## config.mk

```make
export PLATFORM = sky130hd
export DESIGN_NAME = usart_core
export DESIGN_NICKNAME = d
export VERILOG_FILES = /design/src/include/usart_pkg.sv /design/src/usart_core.sv
export SDC_FILE = /design/constraint.sdc
export NUM_CORES = 1
export LEC_CHECK = 0
export ABC_AREA = 0
export BUFFER_PORTS_ARGS = -buffer_cell sky130_fd_sc_hd__buf_2
export CAP_MARGIN = 10
export CORE_AREA = 2 2 119 121
export CTS_BUF_LIST = sky130_fd_sc_hd__clkbuf_8
export DETAILED_ROUTE_END_ITERATION = 7
export DIE_AREA = 0 0 121 123
export GPL_TIMING_DRIVEN = 1
export HOLD_SLACK_MARGIN = 0.08
export PLACE_DENSITY = 0.79
export SYNTH_ARGS = -nofsm -noshare
export SYNTH_HDL_FRONTEND = slang
export SYNTH_SLANG_ARGS = --single-unit
```

## constraint.sdc

```tcl
create_clock -name core_clk -period 4.7 [get_ports core_clk]
set_input_delay 0.94 -clock core_clk [delete_from_list [all_inputs] [get_ports core_clk]]
set_output_delay 0.94 -clock core_clk [all_outputs]
set_load 0.05 [all_outputs]
```

## src/include/usart_pkg.sv

```systemverilog
/*
   Constants, field positions, reset values and state codes for the serial
   transceiver core. Assumes a 32-bit APB register bus with word offsets.
*/
// Contract
// - Baud counter reloads at zero and on low-byte write.
// - Baud tick each time the counter reaches zero.
// - Transmitter divides ticks by 16, 8 or 2.
// - Receiver recovery uses 16, 8 or 2 states.
// - Baud divisor is twelve bits, 0 to 4095.
// - Mode bit selects async or sync; pin sync only.
// - Double speed only affects asynchronous mode timing.
// - Slave clock synchronised then edge detected, two cycles.
// - Polarity picks change edge and sample edge.
// - Frames: start, 5-9 data, parity option, 1-2 stops.
// - Start low, data LSB first, parity, stops high.
// - Line idles high or carries next frame directly.
// - One frame format shared by both directions.
// - Second stop ignored; frame error on first stop low.
// - Parity is data XOR, inverted for odd.
// - One write buffer ahead of transmit shifter.
// - Two-entry receive FIFO storing status with data.
// - Full FIFO holds character in shifter until start.
// - Receiver reports frame, overrun and parity errors.
// - Size code 7 means nine bits; ninth from register.
package usart_pkg;
   // Register byte offsets.
   localparam logic [7:0] OFS_DATA  = 8'h00;  // Data buffer register.
   localparam logic [7:0] OFS_CSA   = 8'h04;  // Control and status A.
   localparam logic [7:0] OFS_CSB   = 8'h08;  // Control and status B.
   localparam logic [7:0] OFS_CSC   = 8'h0C;  // Control and status C.
   localparam logic [7:0] OFS_BAUDL = 8'h10;  // Baud divisor low byte.
   localparam logic [7:0] OFS_BAUDH = 8'h14;  // Baud divisor high nibble.
   // Control and status A bit positions.
   localparam int CSA_RX_AVAIL = 7;  // Receive FIFO holds data.
   localparam int CSA_TX_DONE  = 6;  // Transmission complete, write one to clear.
   localparam int CSA_TX_EMPTY = 5;  // Transmit buffer empty.
   localparam int CSA_FERR     = 4;  // Frame error of FIFO head.
   localparam int CSA_OVR      = 3;  // Overrun of FIFO head.
   localparam int CSA_PE       = 2;  // Parity error of FIFO head.
   localparam int CSA_DBL      = 1;  // Double speed select.
   // Control and status B bit positions.
   localparam int CSB_RX_EN = 4;  // Receiver enable.
   localparam int CSB_TX_EN = 3;  // Transmitter enable.
   localparam int CSB_CSZ2  = 2;  // Character size code bit 2.
   localparam int CSB_RX9   = 1;  // Received ninth bit of FIFO head.
   localparam int CSB_TX9   = 0;  // Ninth transmit bit.
   // Control and status C bit positions.
   localparam int CSC_CLK_DIR = 7;  // Clock pin direction, one is master.
   localparam int CSC_SYNC    = 6;  // Synchronous mode select.
   localparam int CSC_PAR_HI  = 5;  // Parity mode high bit.
   localparam int CSC_PAR_LO  = 4;  // Parity mode low bit.
   localparam int CSC_STOP2   = 3;  // Two stop bits.
   localparam int CSC_CSZ_HI  = 2;  // Character size code bit 1.
   localparam int CSC_CSZ_LO  = 1;  // Character size code bit 0.
   localparam int CSC_CPOL    = 0;  // Clock polarity.
   // Reset values.
   localparam logic [7:0] CSA_RST = 8'h00;  // Normal speed.
   localparam logic [7:0] CSB_RST = 8'h00;  // Both directions disabled.
   localparam logic [7:0] CSC_RST = 8'h06;  // Eight data bits, no parity, one stop.
   localparam logic [11:0] BAUD_RST = 12'h000;  // Divisor after reset.
   // Timing counts in baud ticks, each stored as the count minus one.
   localparam logic [3:0] DIV_NORMAL  = 4'hF;  // Sixteen ticks per bit.
   localparam logic [3:0] DIV_DOUBLE  = 4'h7;  // Eight ticks per bit.
   localparam logic [3:0] HALF_NORMAL = 4'h7;  // Half bit, normal speed.
   localparam logic [3:0] HALF_DOUBLE = 4'h3;  // Half bit, double speed.
   // Frame format codes.
   localparam logic [2:0] CSZ_NINE = 3'h7;  // Nine data bits.
   localparam logic [3:0] BASE_BITS = 4'h5;  // Data bits for size code zero.
   localparam logic [3:0] MAX_BITS  = 4'h9;  // Data bits for the nine-bit code.
   // Receiver states.
   typedef enum logic [2:0] {
      RX_IDLE  = 3'b001,
      RX_START = 3'b010,
      RX_BITS  = 3'b100
   } rx_state_e;
endpackage : usart_pkg

```

## src/usart_core.sv

```systemverilog
/*
   Serial transceiver core: APB register slave, baud generator, synchronous
   clock handling, buffered transmitter and two-entry receive FIFO.
   Assumes rxd and the APB inputs are synchronous to core_clk; lck_in may be
   asynchronous and is synchronised here.
*/
// The APB register port and the address map are this design's own decisions.
`timescale 1ns/1ps
module usart_core
   import usart_pkg::*;
(
   input  wire logic        core_clk,
   input  wire logic        rstn,
   input  wire logic [7:0]  paddr,
   input  wire logic        psel,
   input  wire logic        penable,
   input  wire logic        pwrite,
   input  wire logic [31:0] pwdata,
   output logic [31:0]      prdata,
   output logic             pready,
   output logic             pslverr,
   input  wire logic        rxd,
   output logic             txd,
   input  wire logic        lck_in,
   output logic             lck_out,
   output logic             lck_oe
);
   // Register state.
   logic [7:0]  csa_r, csa_nxt;      // Writable part of status A (speed bit).
   logic [7:0]  csb_r, csb_nxt;      // Enables, size bit 2, ninth transmit bit.
   logic [7:0]  csc_r, csc_nxt;      // Mode, parity, stops, size, polarity.
   logic [11:0] baud_r, baud_nxt;    // Baud divisor.
   logic [31:0] prdata_r, prdata_nxt;
   logic        pready_r, pready_nxt;
   logic        pslverr_r, pslverr_nxt;
   // Bus events.
   logic        acc, wr_data, rd_data, wr_baudl, clr_done, hit;
   // Frame format decoded from the registers.
   logic [2:0]  csz;                 // Character size code.
   logic [3:0]  nbits;               // Data bits per frame.
   logic        par_en, par_odd, two_stop, sync, master, dbl, pol;
   logic [3:0]  div_m1, half_m1;     // Ticks per bit and half bit, minus one.
   // Clock generation state.
   logic [11:0] bcnt_r, bcnt_nxt;    // Baud down-counter.
   logic        lck_r, lck_nxt;      // Master transfer clock.
   logic        lck_oe_r, lck_oe_nxt;
   logic        xs1_r, xs2_r, xs3_r; // Slave clock synchroniser and edge stage.
   logic [3:0]  txpre_r, txpre_nxt;  // Transmit prescaler.
   logic        tick, clk_rise, clk_fall, chg_ev, smp_ev, tx_step;
   // Transmitter state.
   logic [8:0]  txbuf_r, txbuf_nxt;
   logic        txfull_r, txfull_nxt;
   logic [11:0] txsh_r, txsh_nxt;
   logic [3:0]  txcnt_r, txcnt_nxt;
   logic        txbusy_r, txbusy_nxt;
   logic        txd_r, txd_nxt;
   logic        txdone_r, txdone_nxt;
   // Receiver state.
   rx_state_e   rxst_r, rxst_nxt;
   logic [3:0]  rxph_r, rxph_nxt;    // Tick phase within a bit.
   logic [3:0]  rxbit_r, rxbit_nxt;  // Bits taken after the start bit.
   logic [9:0]  rxsh_r, rxsh_nxt;    // Data and parity bits as taken.
   logic        held_r, held_nxt;    // Third level: character kept in shifter.
   logic [11:0] hold_r, hold_nxt;    // Held entry.
   logic        povr_r, povr_nxt;    // Overrun to tag the next stored entry.
   logic [11:0] fifo_r [2];          // Entries: {fe, dor, pe, ninth, data}.
   logic [11:0] fifo_nxt [2];
   logic        wp_r, wp_nxt, rp_r, rp_nxt;
   logic [1:0]  fcnt_r, fcnt_nxt;
   logic [11:0] head;

   // Builds the bits after the start bit: data LSB first, parity, then ones.
   function automatic logic [11:0] build_frame(input logic [8:0] d, input logic [3:0] n,
                                                input logic pen, input logic odd);
      logic [11:0] f;
      logic        p;
      f = 12'hFFF;
      p = odd;
      for (int i = 0; i < 9; i++) begin
         if (4'(i) < n) begin
            f[i] = d[i];
            p    = p ^ d[i];
         end
      end
      if (pen) begin
         f[n] = p;
      end
      return f;
   endfunction : build_frame

   // Parity of the first n bits of a received word, inverted for odd.
   function automatic logic calc_par(input logic [8:0] d, input logic [3:0] n,
                                     input logic odd);
      logic p;
      p = odd;
      for (int i = 0; i < 9; i++) begin
         if (4'(i) < n) begin
            p = p ^ d[i];
         end
      end
      return p;
   endfunction : calc_par

   // Format decode, shared by receiver and transmitter.
   assign csz      = {csb_r[CSB_CSZ2], csc_r[CSC_CSZ_HI], csc_r[CSC_CSZ_LO]};
   assign nbits    = (csz == CSZ_NINE) ? MAX_BITS : BASE_BITS + {2'b00, csz[1:0]};
   assign par_en   = csc_r[CSC_PAR_HI];
   assign par_odd  = csc_r[CSC_PAR_LO];
   assign two_stop = csc_r[CSC_STOP2];
   assign sync     = csc_r[CSC_SYNC];
   assign master   = sync & csc_r[CSC_CLK_DIR];
   assign dbl      = csa_r[CSA_DBL] & ~sync;
   assign pol      = csc_r[CSC_CPOL];
   assign div_m1   = dbl ? DIV_DOUBLE : DIV_NORMAL;
   assign half_m1  = dbl ? HALF_DOUBLE : HALF_NORMAL;

   // Bus events; a transfer completes at the edge where pready is seen.
   assign acc      = psel & penable & pready_r;
   assign wr_data  = acc & pwrite & (paddr == OFS_DATA);
   assign rd_data  = acc & ~pwrite & (paddr == OFS_DATA);
   assign wr_baudl = acc & pwrite & (paddr == OFS_BAUDL);
   assign clr_done = acc & pwrite & (paddr == OFS_CSA) & pwdata[CSA_TX_DONE];
   assign hit      = (paddr == OFS_DATA) | (paddr == OFS_CSA) | (paddr == OFS_CSB) |
                     (paddr == OFS_CSC) | (paddr == OFS_BAUDL) | (paddr == OFS_BAUDH);
   assign head     = fifo_r[rp_r];

   // APB slave: answer one cycle after setup, registers written on completion.
   always_comb begin
      csa_nxt     = csa_r;
      csb_nxt     = csb_r;
      csc_nxt     = csc_r;
      baud_nxt    = baud_r;
      prdata_nxt  = prdata_r;
      pready_nxt  = psel & ~penable;
      pslverr_nxt = psel & ~penable & ~hit;
      // Read data is prepared in the setup cycle.
      if (psel & ~penable) begin
         prdata_nxt = 32'h0000_0000;
         case (paddr)
            OFS_DATA:  prdata_nxt[7:0] = head[7:0];
            OFS_CSA: begin
               prdata_nxt[CSA_RX_AVAIL] = fcnt_r != 2'b00;
               prdata_nxt[CSA_TX_DONE]  = txdone_r;
               prdata_nxt[CSA_TX_EMPTY] = ~txfull_r;
               prdata_nxt[CSA_FERR]     = (fcnt_r != 2'b00) & head[11];
               prdata_nxt[CSA_OVR]      = (fcnt_r != 2'b00) & head[10];
               prdata_nxt[CSA_PE]       = (fcnt_r != 2'b00) & head[9];
               prdata_nxt[CSA_DBL]      = csa_r[CSA_DBL];
            end
            OFS_CSB: begin
               prdata_nxt[7:0]     = csb_r;
               prdata_nxt[CSB_RX9] = head[8];
            end
            OFS_CSC:   prdata_nxt[7:0] = csc_r;
            OFS_BAUDL: prdata_nxt[7:0] = baud_r[7:0];
            OFS_BAUDH: prdata_nxt[3:0] = baud_r[11:8];
            default:   prdata_nxt = 32'h0000_0000;
         endcase
      end
      // Register writes take effect at the completing edge.
      if (acc & pwrite) begin
         case (paddr)
            OFS_CSA:   csa_nxt[CSA_DBL] = pwdata[CSA_DBL];
            OFS_CSB: begin
               csb_nxt = {3'b000, pwdata[4:0]};
               csb_nxt[CSB_RX9] = 1'b0;
            end
            OFS_CSC:   csc_nxt = pwdata[7:0];
            OFS_BAUDL: baud_nxt[7:0] = pwdata[7:0];
            OFS_BAUDH: baud_nxt[11:8] = pwdata[3:0];
            default:   csa_nxt = csa_r;
         endcase
      end
   end

   // Registers of the bus slave.
   always_ff @(posedge core_clk or negedge rstn) begin
      if (!rstn) begin
         csa_r     <= CSA_RST;
         csb_r     <= CSB_RST;
         csc_r     <= CSC_RST;
         baud_r    <= BAUD_RST;
         prdata_r  <= 32'h0000_0000;
         pready_r  <= 1'b0;
         pslverr_r <= 1'b0;
      end else begin
         csa_r     <= csa_nxt;
         csb_r     <= csb_nxt;
         csc_r     <= csc_nxt;
         baud_r    <= baud_nxt;
         prdata_r  <= prdata_nxt;
         pready_r  <= pready_nxt;
         pslverr_r <= pslverr_nxt;
      end
   end

   // Clock events: baud tick, master clock edges or detected slave edges.
   assign tick     = bcnt_r == 12'h000;
   assign clk_rise = master ? (tick & ~lck_r) : (xs2_r & ~xs3_r);
   assign clk_fall = master ? (tick & lck_r) : (~xs2_r & xs3_r);
   assign chg_ev   = pol ? clk_fall : clk_rise;
   assign smp_ev   = pol ? clk_rise : clk_fall;
   assign tx_step  = sync ? chg_ev : (tick & (txpre_r == div_m1));

   // Next values of the clock generator.
   always_comb begin
      // Reload at zero or on a low-byte write, otherwise count down.
      if (wr_baudl) begin
         bcnt_nxt = {baud_r[11:8], pwdata[7:0]};
      end else if (tick) begin
         bcnt_nxt = baud_r;
      end else begin
         bcnt_nxt = bcnt_r - 12'h001;
      end
      // Master clock toggles each tick, so a bit spans two ticks.
      lck_nxt    = master ? (lck_r ^ tick) : pol;
      lck_oe_nxt = master;
      if (sync | ~tick) begin
         txpre_nxt = sync ? 4'h0 : txpre_r;
      end else begin
         txpre_nxt = (txpre_r == div_m1) ? 4'h0 : txpre_r + 4'h1;
      end
   end

   // Registers of the clock generator; xs1 feeds only xs2.
   always_ff @(posedge core_clk or negedge rstn) begin
      if (!rstn) begin
         bcnt_r   <= BAUD_RST;
         lck_r    <= 1'b0;
         lck_oe_r <= 1'b0;
         xs1_r    <= 1'b0;
         xs2_r    <= 1'b0;
         xs3_r    <= 1'b0;
         txpre_r  <= 4'h0;
      end else begin
         bcnt_r   <= bcnt_nxt;
         lck_r    <= lck_nxt;
         lck_oe_r <= lck_oe_nxt;
         xs1_r    <= lck_in;
         xs2_r    <= xs1_r;
         xs3_r    <= xs2_r;
         txpre_r  <= txpre_nxt;
      end
   end

   // Transmitter: buffer, shifter and line driver.
   always_comb begin
      txbuf_nxt  = txbuf_r;
      txfull_nxt = txfull_r;
      txsh_nxt   = txsh_r;
      txcnt_nxt  = txcnt_r;
      txbusy_nxt = txbusy_r;
      txd_nxt    = txd_r;
      txdone_nxt = txdone_r & ~clr_done;
      // A write while the buffer is still full is dropped.
      if (wr_data & ~txfull_r) begin
         txbuf_nxt  = {csb_r[CSB_TX9], pwdata[7:0]};
         txfull_nxt = 1'b1;
      end
      if (~csb_r[CSB_TX_EN]) begin
         txd_nxt    = 1'b1;
         txcnt_nxt  = 4'h0;
         txbusy_nxt = 1'b0;
      end else if (tx_step) begin
         if (txcnt_r != 4'h0) begin
            txd_nxt   = txsh_r[0];
            txsh_nxt  = {1'b1, txsh_r[11:1]};
            txcnt_nxt = txcnt_r - 4'h1;
         end else if (txfull_r) begin
            // Next frame follows the last stop bit with no gap.
            txd_nxt    = 1'b0;
            txsh_nxt   = build_frame(txbuf_r, nbits, par_en, par_odd);
            txcnt_nxt  = nbits + {3'b000, par_en} + {3'b000, two_stop} + 4'h1;
            txfull_nxt = 1'b0;
            txbusy_nxt = 1'b1;
         end else begin
            txd_nxt = 1'b1;
            if (txbusy_r) begin
               txbusy_nxt = 1'b0;
               txdone_nxt = 1'b1;
            end
         end
      end
   end

   // Registers of the transmitter.
   always_ff @(posedge core_clk or negedge rstn) begin
      if (!rstn) begin
         txbuf_r  <= 9'h000;
         txfull_r <= 1'b0;
         txsh_r   <= 12'hFFF;
         txcnt_r  <= 4'h0;
         txbusy_r <= 1'b0;
         txd_r    <= 1'b1;
         txdone_r <= 1'b0;
      end else begin
         txbuf_r  <= txbuf_nxt;
         txfull_r <= txfull_nxt;
         txsh_r   <= txsh_nxt;
         txcnt_r  <= txcnt_nxt;
         txbusy_r <= txbusy_nxt;
         txd_r    <= txd_nxt;
         txdone_r <= txdone_nxt;
      end
   end

   // Receiver: start detection, bit sampling, FIFO and held third level.
   always_comb begin
      logic       samp, push, pop, ferr, pe;
      logic [8:0] dat;
      logic [11:0] entry;
      rxst_nxt  = rxst_r;
      rxph_nxt  = rxph_r;
      rxbit_nxt = rxbit_r;
      rxsh_nxt  = rxsh_r;
      held_nxt  = held_r;
      hold_nxt  = hold_r;
      povr_nxt  = povr_r;
      fifo_nxt  = fifo_r;
      samp      = 1'b0;
      push      = 1'b0;
      ferr      = 1'b0;
      pe        = 1'b0;
      dat       = 9'h000;
      entry     = hold_r;
      pop       = rd_data & (fcnt_r != 2'b00);
      case (rxst_r)
         RX_IDLE: begin
            if (csb_r[CSB_RX_EN] & ~rxd & (~sync | smp_ev)) begin
               rxst_nxt  = sync ? RX_BITS : RX_START;
               rxph_nxt  = 4'h0;
               rxbit_nxt = 4'h0;
               // A new start discards the held character.
               if (held_r) begin
                  held_nxt = 1'b0;
                  povr_nxt = 1'b1;
               end
            end
         end
         RX_START: begin
            // Start must still be low at mid bit, else it was a glitch.
            if (tick) begin
               rxph_nxt = rxph_r + 4'h1;
               if (rxph_r == half_m1) begin
                  rxst_nxt = rxd ? RX_IDLE : RX_BITS;
                  rxph_nxt = 4'h0;
               end
            end
         end
         RX_BITS: begin
            if (sync) begin
               samp = smp_ev;
            end else if (tick) begin
               rxph_nxt = (rxph_r == div_m1) ? 4'h0 : rxph_r + 4'h1;
               samp     = rxph_r == div_m1;
            end
         end
         default: rxst_nxt = RX_IDLE;
      endcase
      if (samp) begin
         rxbit_nxt = rxbit_r + 4'h1;
         if (rxbit_r < nbits + {3'b000, par_en}) begin
            rxsh_nxt[rxbit_r] = rxd;
         end else begin
            // First stop bit ends the frame; a second one is never sampled.
            rxst_nxt = RX_IDLE;
            ferr     = ~rxd;
            dat      = rxsh_r[8:0] & ~(9'h1FF << nbits);
            pe       = par_en & (calc_par(dat, nbits, par_odd) != rxsh_r[nbits]);
            entry    = {ferr, povr_r, pe, dat};
            if ((fcnt_r != 2'b10) | pop) begin
               push     = 1'b1;
            end else begin
               held_nxt = 1'b1;
               hold_nxt = entry;
            end
         end
      end
      // The held character moves in as soon as an entry is freed.
      if (held_r & ~held_nxt & ~povr_nxt) begin
         held_nxt = 1'b0;
      end
      if (held_r & (rxst_nxt != RX_START) & (rxst_nxt != RX_BITS | rxst_r == RX_BITS)
          & ((fcnt_r != 2'b10) | pop)) begin
         push     = 1'b1;
         held_nxt = 1'b0;
      end
      if (push) begin
         fifo_nxt[wp_r] = entry;
         if (entry[10] == povr_r) begin
            povr_nxt = 1'b0;
         end
      end
      wp_nxt   = wp_r ^ push;
      rp_nxt   = rp_r ^ pop;
      fcnt_nxt = fcnt_r + {1'b0, push} - {1'b0, pop};
   end

   // Registers of the receiver.
   always_ff @(posedge core_clk or negedge rstn) begin
      if (!rstn) begin
         rxst_r    <= RX_IDLE;
         rxph_r    <= 4'h0;
         rxbit_r   <= 4'h0;
         rxsh_r    <= 10'h000;
         held_r    <= 1'b0;
         hold_r    <= 12'h000;
         povr_r    <= 1'b0;
         fifo_r[0] <= 12'h000;
         fifo_r[1] <= 12'h000;
         wp_r      <= 1'b0;
         rp_r      <= 1'b0;
         fcnt_r    <= 2'b00;
      end else begin
         rxst_r    <= rxst_nxt;
         rxph_r    <= rxph_nxt;
         rxbit_r   <= rxbit_nxt;
         rxsh_r    <= rxsh_nxt;
         held_r    <= held_nxt;
         hold_r    <= hold_nxt;
         povr_r    <= povr_nxt;
         fifo_r    <= fifo_nxt;
         wp_r      <= wp_nxt;
         rp_r      <= rp_nxt;
         fcnt_r    <= fcnt_nxt;
      end
   end

   // Outputs straight from flip-flops.
   assign prdata  = prdata_r;
   assign pready  = pready_r;
   assign pslverr = pslverr_r;
   assign txd     = txd_r;
   assign lck_out = lck_r;
   assign lck_oe  = lck_oe_r;
endmodule : usart_core

```

==> results.txt, run 1 <==
The most used flip-flop cell after synthesis is sky130_fd_sc_hd__dfrtp_1. The number of vias in the routed layout came out at 6147. After detailed routing, the wire length on met1 is 8040 µm. The overall fraction of global-route tracks in use is 25.6%. The total half-perimeter wirelength after legalization and detailed placement came out at 12700 µm. The gate count of the mapped netlist came out at 833. The critical path is of the flop to flop type. The final hold slack is 0.367 ns. The worst path uses 86.4% of the clock period. The run finished with clean final reports. The number of buffers inserted during clock tree synthesis came out at 17.

In this run the clock root is driven by a sky130_fd_sc_hd__clkbuf_8. The number of hold buffers added after CTS was 0. The area growth from synthesis to layout is 7.39%.

Of all nets on the critical path, the largest fanout is 23. The clock sink count came out at 148. Of the total power, the share spent switching nets is 27.8%. The pre-antenna-repair detailed-routing pass consisted of 5 iterations. The count of nets after finishing came out at 931. The final wirelength came out at 18000 µm. Routed signal wires occupy layers up through met4. The clock tree skew after final layout came out at 0.00839 ns. Across the VDD grid, the largest voltage drop is 0.185 mV. The ratio of cells with drive above 1 in the final layout is 19.3%. The synthesized cell area is 0.00821 mm². The total power of the final layout came out at 2.94 mW. After the first detailed-routing iteration, the DRC count stood at 705. Input and output buffers added on the ports amount to 35. The number of hold-slack violations in the final timing report came out at 0. The number of pins with negative max-slew slack in the final report came out at 0.

The final design instance area without fill is 0.00882 mm². The total of flip-flops plus latches after synthesis is 148. After detailed placement, the total cell area comes to 0.00840 mm². Buffers added to address setup during post-CTS repair amount to 0. The initial antenna violation count came out at 0. STA puts the critical path data required time at 5.04 ns. The sequential fraction of design power came out at 50.7%.

The part of the Yosys area used for sequential elements is 45.4%. The clock share of power came out at 35.3%. The detailed-routed wire length on met3 is 950 µm.

The via-per-instance ratio is 5.87. The worst setup path is launched from a flop. The global-route wire length before repair came out at 29200 µm. The largest net degree at the start of global routing came out at 95. Internal power comes to 2.12 mW.

STA classifies the critical path endpoint as a flop. The number of gates resized after cts came out at 0. The total congestion overflow is 0.

No sink is reached through more buffers than the 2 on the longest clock path. The routed wire length per instance is 17.2 µm. For this run, the number of Yosys warnings is 0.

The number of unique standard cell types used by synthesis is 80. Leaving out fill and tap cells, the most frequent cells in the layout are sky130_fd_sc_hd__dfrtp_1 (132), sky130_fd_sc_hd__nand2_1 (98), sky130_fd_sc_hd__nor2_1 (73). The number of max-cap violations came out at 0. The effective utilization at floorplan came out at 60.3%. Clock latency on the worst-skew pair, taken at its later pin, is 0.45 ns. A synthesized cell averages 9.85 µm². The relative slew slack is 38.5%. Setup repair after global routing left no endpoint under its margin. The proportion of power drawn by combinational gates is 14.0%. The static leakage came out at 4.10 nW. The met2 routed wirelength is 8490 µm.

After clock tree synthesis, the clock-pin slew on the worst setup and hold paths is 0.08 ns. The most common cell after layout, fill and taps aside is sky130_fd_sc_hd__dfrtp_1. The post-layout minimum cycle time is 4.06 ns. At the pin with the least slew margin, the transition time is 0.923 ns. The power density over the cells came out at 333 mW/mm². The number of antenna repair diodes is 0. The number of rows created at floorplan is 43. The width of the die came out at 121 µm. The routability-driven placement congestion ratio came out at 0.920. The number of global-route vias before repair came to 5679. The maximum clock frequency came out at 246 MHz. The floorplan step defined a die boundary enclosing 0.0149 mm².

The share of the core filled with cells is 64.8%. In this run the remaining antenna-violating nets after routing total 0. For this run, design rule violations remaining after detail routing come to 0. Data arrives at the worst endpoint at 4.40 ns.

The switching power came out at 816 µW. During I/O placement, the number of pins put on the boundary was 84. The class of the worst hold path is flop to flop. The height of the die came out at 123 µm.

The core region is 0.0136 mm². The synthesized design contains 0 enable-type register cells. TritonCTS built the clock tree. The number of H-tree branching levels is 4.

The number of setup violations in the final report came out at 0. For this run, asynchronously set or reset flops after synthesis account for 100%. The total negative setup slack came out at 0 ns.
==> power by group through the flow <==
stage / logic [mW] / registers, mW / clock network [mW]
finish: 0.411 / 1.49 / 1.04
global route: 0.461 / 1.50 / 1.11
CTS: 0.412 / 1.49 / 1.06
detailed placement: 0.408 / 1.51 / 0
global placement: 0.398 / 1.51 / 0
floorplan: 0.306 / 1.52 / 0
==> per-layer routing <==
layer  vias to the layer above  track usage, %
met1                      2976            34.5
met2                       181            41.1
met4                         0            10.7
met3                        38            4.57
li1                       2952               -
met5                         -               0
==> cell families after synthesis <==
family / Yosys count / synth area share, %
buffers and inverters: 101 / 6.33
AOI/OAI and AO/OA: 183 / 14.3
muxes: 61 / 9.02
adders and majority gates: 29 / 4.51
and+or+nand+nor: 279 / 16.5
xor gates and xnor gates: 31 / 3.98
other: 1 / 0.0457
DFF: 148 / 45.4
==> critical path, cell delays in order, from the launching register on <==
cell                      delay [ns]
sky130_fd_sc_hd__dfstp_2        0.43
sky130_fd_sc_hd__ha_1           0.30
sky130_fd_sc_hd__a21bo_2        0.29
sky130_fd_sc_hd__ha_1           0.20
sky130_fd_sc_hd__fa_1           0.56
sky130_fd_sc_hd__inv_1          0.08
sky130_fd_sc_hd__ha_1           0.27
sky130_fd_sc_hd__a21o_1         0.10
sky130_fd_sc_hd__a21o_2         0.12
sky130_fd_sc_hd__a21o_2         0.42
sky130_fd_sc_hd__and3_1         0.76
sky130_fd_sc_hd__mux2_2         0.41
==> metrics by stage <==
stage	setup slack, ns	std cells
finish	0.639	1047
global route	0.420	1047
CTS	0.644	1047
detailed placement	0.665	1016
global placement	0.704	1016
floorplan	0.708	856
==> area by class of cell <==
type                            count  area [µm²]
Fill cell                        1074        4800
Timing Repair Buffer               46         264
Clock buffer                       21         289
Sequential cell                   148        3720
Multi-Input combinational cell    607        4050
Tap cell                          180         225
Clock inverter                     10         130
Inverter                           35         131
==> Yosys cell counts, types with 6 or more instances <==
library cell | n | area, µm²
sky130_fd_sc_hd__a21oi_1 | 30 | 150
sky130_fd_sc_hd__a31oi_1 | 39 | 244
sky130_fd_sc_hd__and2_1 | 6 | 37.5
sky130_fd_sc_hd__buf_2 | 6 | 30.0
sky130_fd_sc_hd__buf_4 | 25 | 188
sky130_fd_sc_hd__clkbuf_1 | 31 | 116
sky130_fd_sc_hd__dfrtp_1 | 132 | 3300
sky130_fd_sc_hd__dfstp_2 | 16 | 420
sky130_fd_sc_hd__ha_1 | 28 | 350
sky130_fd_sc_hd__inv_1 | 34 | 128
sky130_fd_sc_hd__mux2_2 | 42 | 473
sky130_fd_sc_hd__mux2_4 | 8 | 120
sky130_fd_sc_hd__mux2i_1 | 8 | 80.1
sky130_fd_sc_hd__nand2_1 | 98 | 368
sky130_fd_sc_hd__nand2b_1 | 9 | 56.3
sky130_fd_sc_hd__nand3_1 | 28 | 140
sky130_fd_sc_hd__nor2_1 | 73 | 274
sky130_fd_sc_hd__nor2b_1 | 6 | 37.5
sky130_fd_sc_hd__nor3_1 | 11 | 55.1
sky130_fd_sc_hd__nor4_1 | 12 | 75.1
sky130_fd_sc_hd__o21ai_0 | 55 | 275
sky130_fd_sc_hd__o31ai_1 | 7 | 52.6
sky130_fd_sc_hd__xnor2_1 | 17 | 149
sky130_fd_sc_hd__xor2_1 | 10 | 87.6
==> sequential cells by signal, indices dropped and copies added, names as in the netlist, 2 cells and up <==
| signal | cells |
|---|---|
| txbuf_r | 9 |
| baud_r | 12 |
| txpre_r | 4 |
| rxbit_r | 4 |
| csb_r | 4 |
| rxst_r | 3 |
| hold_r | 12 |
| txcnt_r | 4 |
| txsh_r | 12 |
| bcnt_r | 12 |
| fifo_r | 24 |
| fcnt_r | 2 |
| rxph_r | 4 |
| prdata | 8 |
| rxsh_r | 10 |
| csc_r | 8 |
==> final timing paths <==
kind,end,start,cells after the start,slack (ns)
worst max-delay path,hold_r[2],csc_r[1],11,0.64
worst min-delay path,xs2_r,xs1_r,0,0.37
worst max register to register,hold_r[2],csc_r[1],11,0.64
worst min register to register,xs2_r,xs1_r,0,0.37
max in group asynchronous,txd,rstn,2,3.19
min in group asynchronous,rxph_r[1],rstn,1,0.55
(Power assumes the default switching activity.)
==> inputs of run 2 (changes only) <==
--- a/config.mk
+++ b/config.mk
@@ -14,6 +14,7 @@
 export DIE_AREA = 0 0 121 123
 export GPL_TIMING_DRIVEN = 1
 export HOLD_SLACK_MARGIN = 0.08
+export MAX_ROUTING_LAYER = met4
 export PLACE_DENSITY = 0.79
 export SYNTH_ARGS = -nofsm -noshare
 export SYNTH_HDL_FRONTEND = slang
==> run 2 against run 1 <==
Final area is the same; final cell count did not move; worst hold slack about the same; clock-buffer cell count did not move; critical path depth is the same; register-to-register slack lost 0.02 ns; first-iteration DRC count down 9.1%; sequential share of layout area is the same; non-clock buffer count is the same; sequential cell count did not move; core utilization stayed put; setup slack got worse by 0.020 ns; largest power group unchanged.
==> results.txt, run 2 (same netlist as run 1, synthesis figures left out) <==
The run finished with clean final reports. On the critical path, the stage with the largest delay is an instance of sky130_fd_sc_hd__and3_1. The ratio of cells with drive above 1 in the final layout is 19.3% (unchanged).

The area of combinational cells with multiple inputs came to 0.00405 mm² (unchanged). The maximum single-stage delay on the critical path is 0.77 ns (about the same). The routability-driven placement congestion ratio is 0.936 (+1.8%). The category of the critical setup timing path is flop to flop. The critical path arrival was 4.42 ns (+0.02 ns). The number of vias in the routed layout is 6114 (-0.54%). The post-route DRC violation count came to 0 (unchanged). The maximum fanout count along the critical path came out at 23 (unchanged). The post-layout minimum cycle time is 4.08 ns (+0.0200 ns). The area of the die came out at 0.0149 mm² (unchanged). The width of the die is 121 µm (unchanged). The cell sitting at the root of the clock tree is a sky130_fd_sc_hd__clkbuf_8. The number of max-cap violations is 0 (unchanged). The instance area at placement came out at 0.00840 mm² (unchanged). The count of port buffers added during placement is 35 (unchanged). The share of the clock period used by the worst path is 86.8% (+0.43 points). The area taken by flip-flops and latches came out at 0.00372 mm² (unchanged). The effective utilization at floorplan came out at 60.3% (unchanged). The setup fix buffers added after clock tree synthesis came out at 0 (unchanged).

The worst setup path is captured at a flop. The total congestion overflow is 0 (unchanged). The cell type group with the largest total delay on the critical path is adder cells. The buffer levels on the longest clock path came out at 2 (unchanged).

The number of global-route vias before repair is 5686 (+0.12%). The height of the die came out at 123 µm (unchanged). The cell that appears most often on the critical path is sky130_fd_sc_hd__ha_1. The power density over the cells came out at 333 mW/mm² (about the same).

The DRC violation total after the first TritonRoute iteration came out at 641 (-9.1%). The count of fill cells added during filler insertion came to 1074 (unchanged). The hold-critical path depth came out at 0 (unchanged). The number of nets with antenna violations after routing came to 0 (unchanged). The number of buffers inserted during clock tree synthesis came out at 17 (unchanged). The global-route wire length before repair is 29200 µm (unchanged). The count of pins on the block boundary came out at 84 (unchanged). The final design instance area without fill came to 0.00882 mm² (unchanged). The total half-perimeter wirelength after legalization and detailed placement is 12700 µm (unchanged).

The overall fraction of global-route tracks in use is 26.3% (+0.74 points). The total negative setup slack came out at 0 ns (unchanged). The final wirelength is 18000 µm (-0.16%).

The number of hold-slack violations in the final timing report is 0 (unchanged). The number of flip-flops under the largest register name came out at 24 (unchanged). The register clock-pin slew on the reported worst setup and hold paths was 0.08 ns (about the same). The number of setup violations in the final report is 0 (unchanged). The most common cell after layout, fill and taps aside is sky130_fd_sc_hd__dfrtp_1. The register bank with the most flops is fifo_r.

The highest ir drop seen on vdd came out at 0.186 mV (+0.30%). The clock sink count is 148 (unchanged). The number of H-tree branching levels was 4 (unchanged).

The buffers plus inverters on the worst setup path is 1 (unchanged). The path depth of the worst reg2reg path came out at 11 (unchanged). The count of nets after finishing came out at 931 (unchanged). The via-per-instance ratio is 5.84 (-0.54%). The source-to-sink clock delay at the later pin of the worst-skew pair is 0.45 ns (about the same).

The clock tree skew after final layout was 0.00678 ns (-0.00161 ns). Setup repair after global routing left no endpoint under its margin. The number of pins with negative max-slew slack in the final report is 0 (unchanged). The area growth from synthesis to layout was 7.39% (unchanged). The relative slew slack was 37.8% (-0.66 points). The number of buffers inserted by hold repair at cts is 0 (unchanged).

The initial antenna violation count is 0 (unchanged). The static leakage came out at 4.10 nW (unchanged). The placeable core area came to 0.0136 mm² (unchanged).

The critical path goes through ha_1 > a21bo_2 > ha_1 > fa_1 > inv_1 > ha_1 > a21o_1 > a21o_2 > a21o_2 > and3_1 > mux2_2. The number of gates resized after cts is 0 (unchanged). The actual slew at the worst max-slew pin is 0.932 ns (+0.00991 ns). The final hold slack is 0.367 ns (-0.0000190 ns). Leaving out fill and tap cells, the most frequent cells in the layout are sky130_fd_sc_hd__dfrtp_1 (132), sky130_fd_sc_hd__nand2_1 (98), sky130_fd_sc_hd__nor2_1 (73). The total power of the final layout came out at 2.94 mW (about the same). TritonCTS built the clock tree. The critical path launch point type is a flop. The worst endpoint required time is 5.04 ns (about the same). The maximum clock frequency came to 245 MHz (-0.49%).

The total stage count of the critical path is 11 (unchanged). The number of antenna repair diodes was 0 (unchanged). The number of rows created at floorplan came out at 43 (unchanged). The class of the worst hold path is flop to flop. The largest net degree at the start of global routing came out at 95 (unchanged). The routed wire length per instance came out at 17.1 µm (-0.16%). The number of iterations in the first detailed-routing pass came out at 6 (+1).
==> run 2: routing by layer <==
| layer | share of wire [%] | global-route usage (%) | wire (µm) | up-vias |
|---|---|---|---|---|
| met1 | 44 | 34.3 | 7940 | 2956 |
| li1 | - | - | - | 2956 |
| met4 | 2.6 | 10.5 | 459 | 0 |
| met3 | 5.6 | 4.70 | 1000 | 40 |
| met5 | 0 | - | 0 | - |
| met2 | 48 | 41.2 | 8550 | 162 |
==> run 2: path summary, 6_finish.rpt <==
check,endpoint,startpoint,slack [ns]
max,hold_r[2],csc_r[1],0.62
min,xs2_r,xs1_r,0.37
max reg2reg,hold_r[2],csc_r[1],0.62
min reg2reg,xs2_r,xs1_r,0.37
max in group asynchronous,txd,rstn,3.19
min in group asynchronous,rxph_r[2],rstn,0.57
==> run 2: through the flow <==
step / utilization, % / std cells / setup WS, ns
2_1_floorplan: - / 856 / 0.708
3_3_place_gp: 61.7 / 1016 / 0.704
3_5_place_dp: 61.7 / 1016 / 0.665
4_1_cts: 64.8 / 1047 / 0.644
5_1_grt: 64.8 / 1047 / 0.419
6_report: 64.8 / 1047 / 0.619
==> run 2: report_power, final <==
| group | switching, mW | internal (mW) | total (mW) |
|---|---|---|---|
| Sequential | 0.0818 | 1.41 | 1.49 |
| Combinational | 0.270 | 0.141 | 0.411 |
| Clock | 0.464 | 0.574 | 1.04 |
| Total | 0.816 | 2.12 | 2.94 |
==> run 2: cell type report <==
type                       count  area share, %
clock inverter                10           1.48
tap                          180           2.55
clock buffer                  21           3.28
inverter                      35           1.49
sequential                   148           42.2
multi-input combinational    607           46.0
timing repair buffer          46           2.99
==> run 2: worst register-to-register path: cells and delay by family, from the launching register on <==
family / cells / cell delay, ns
buf+inv: 1 / 0.08
flops: 1 / 0.43
simple gates: 1 / 0.78
mux: 1 / 0.41
compound gates: 4 / 0.94
fa+ha+maj: 4 / 1.34
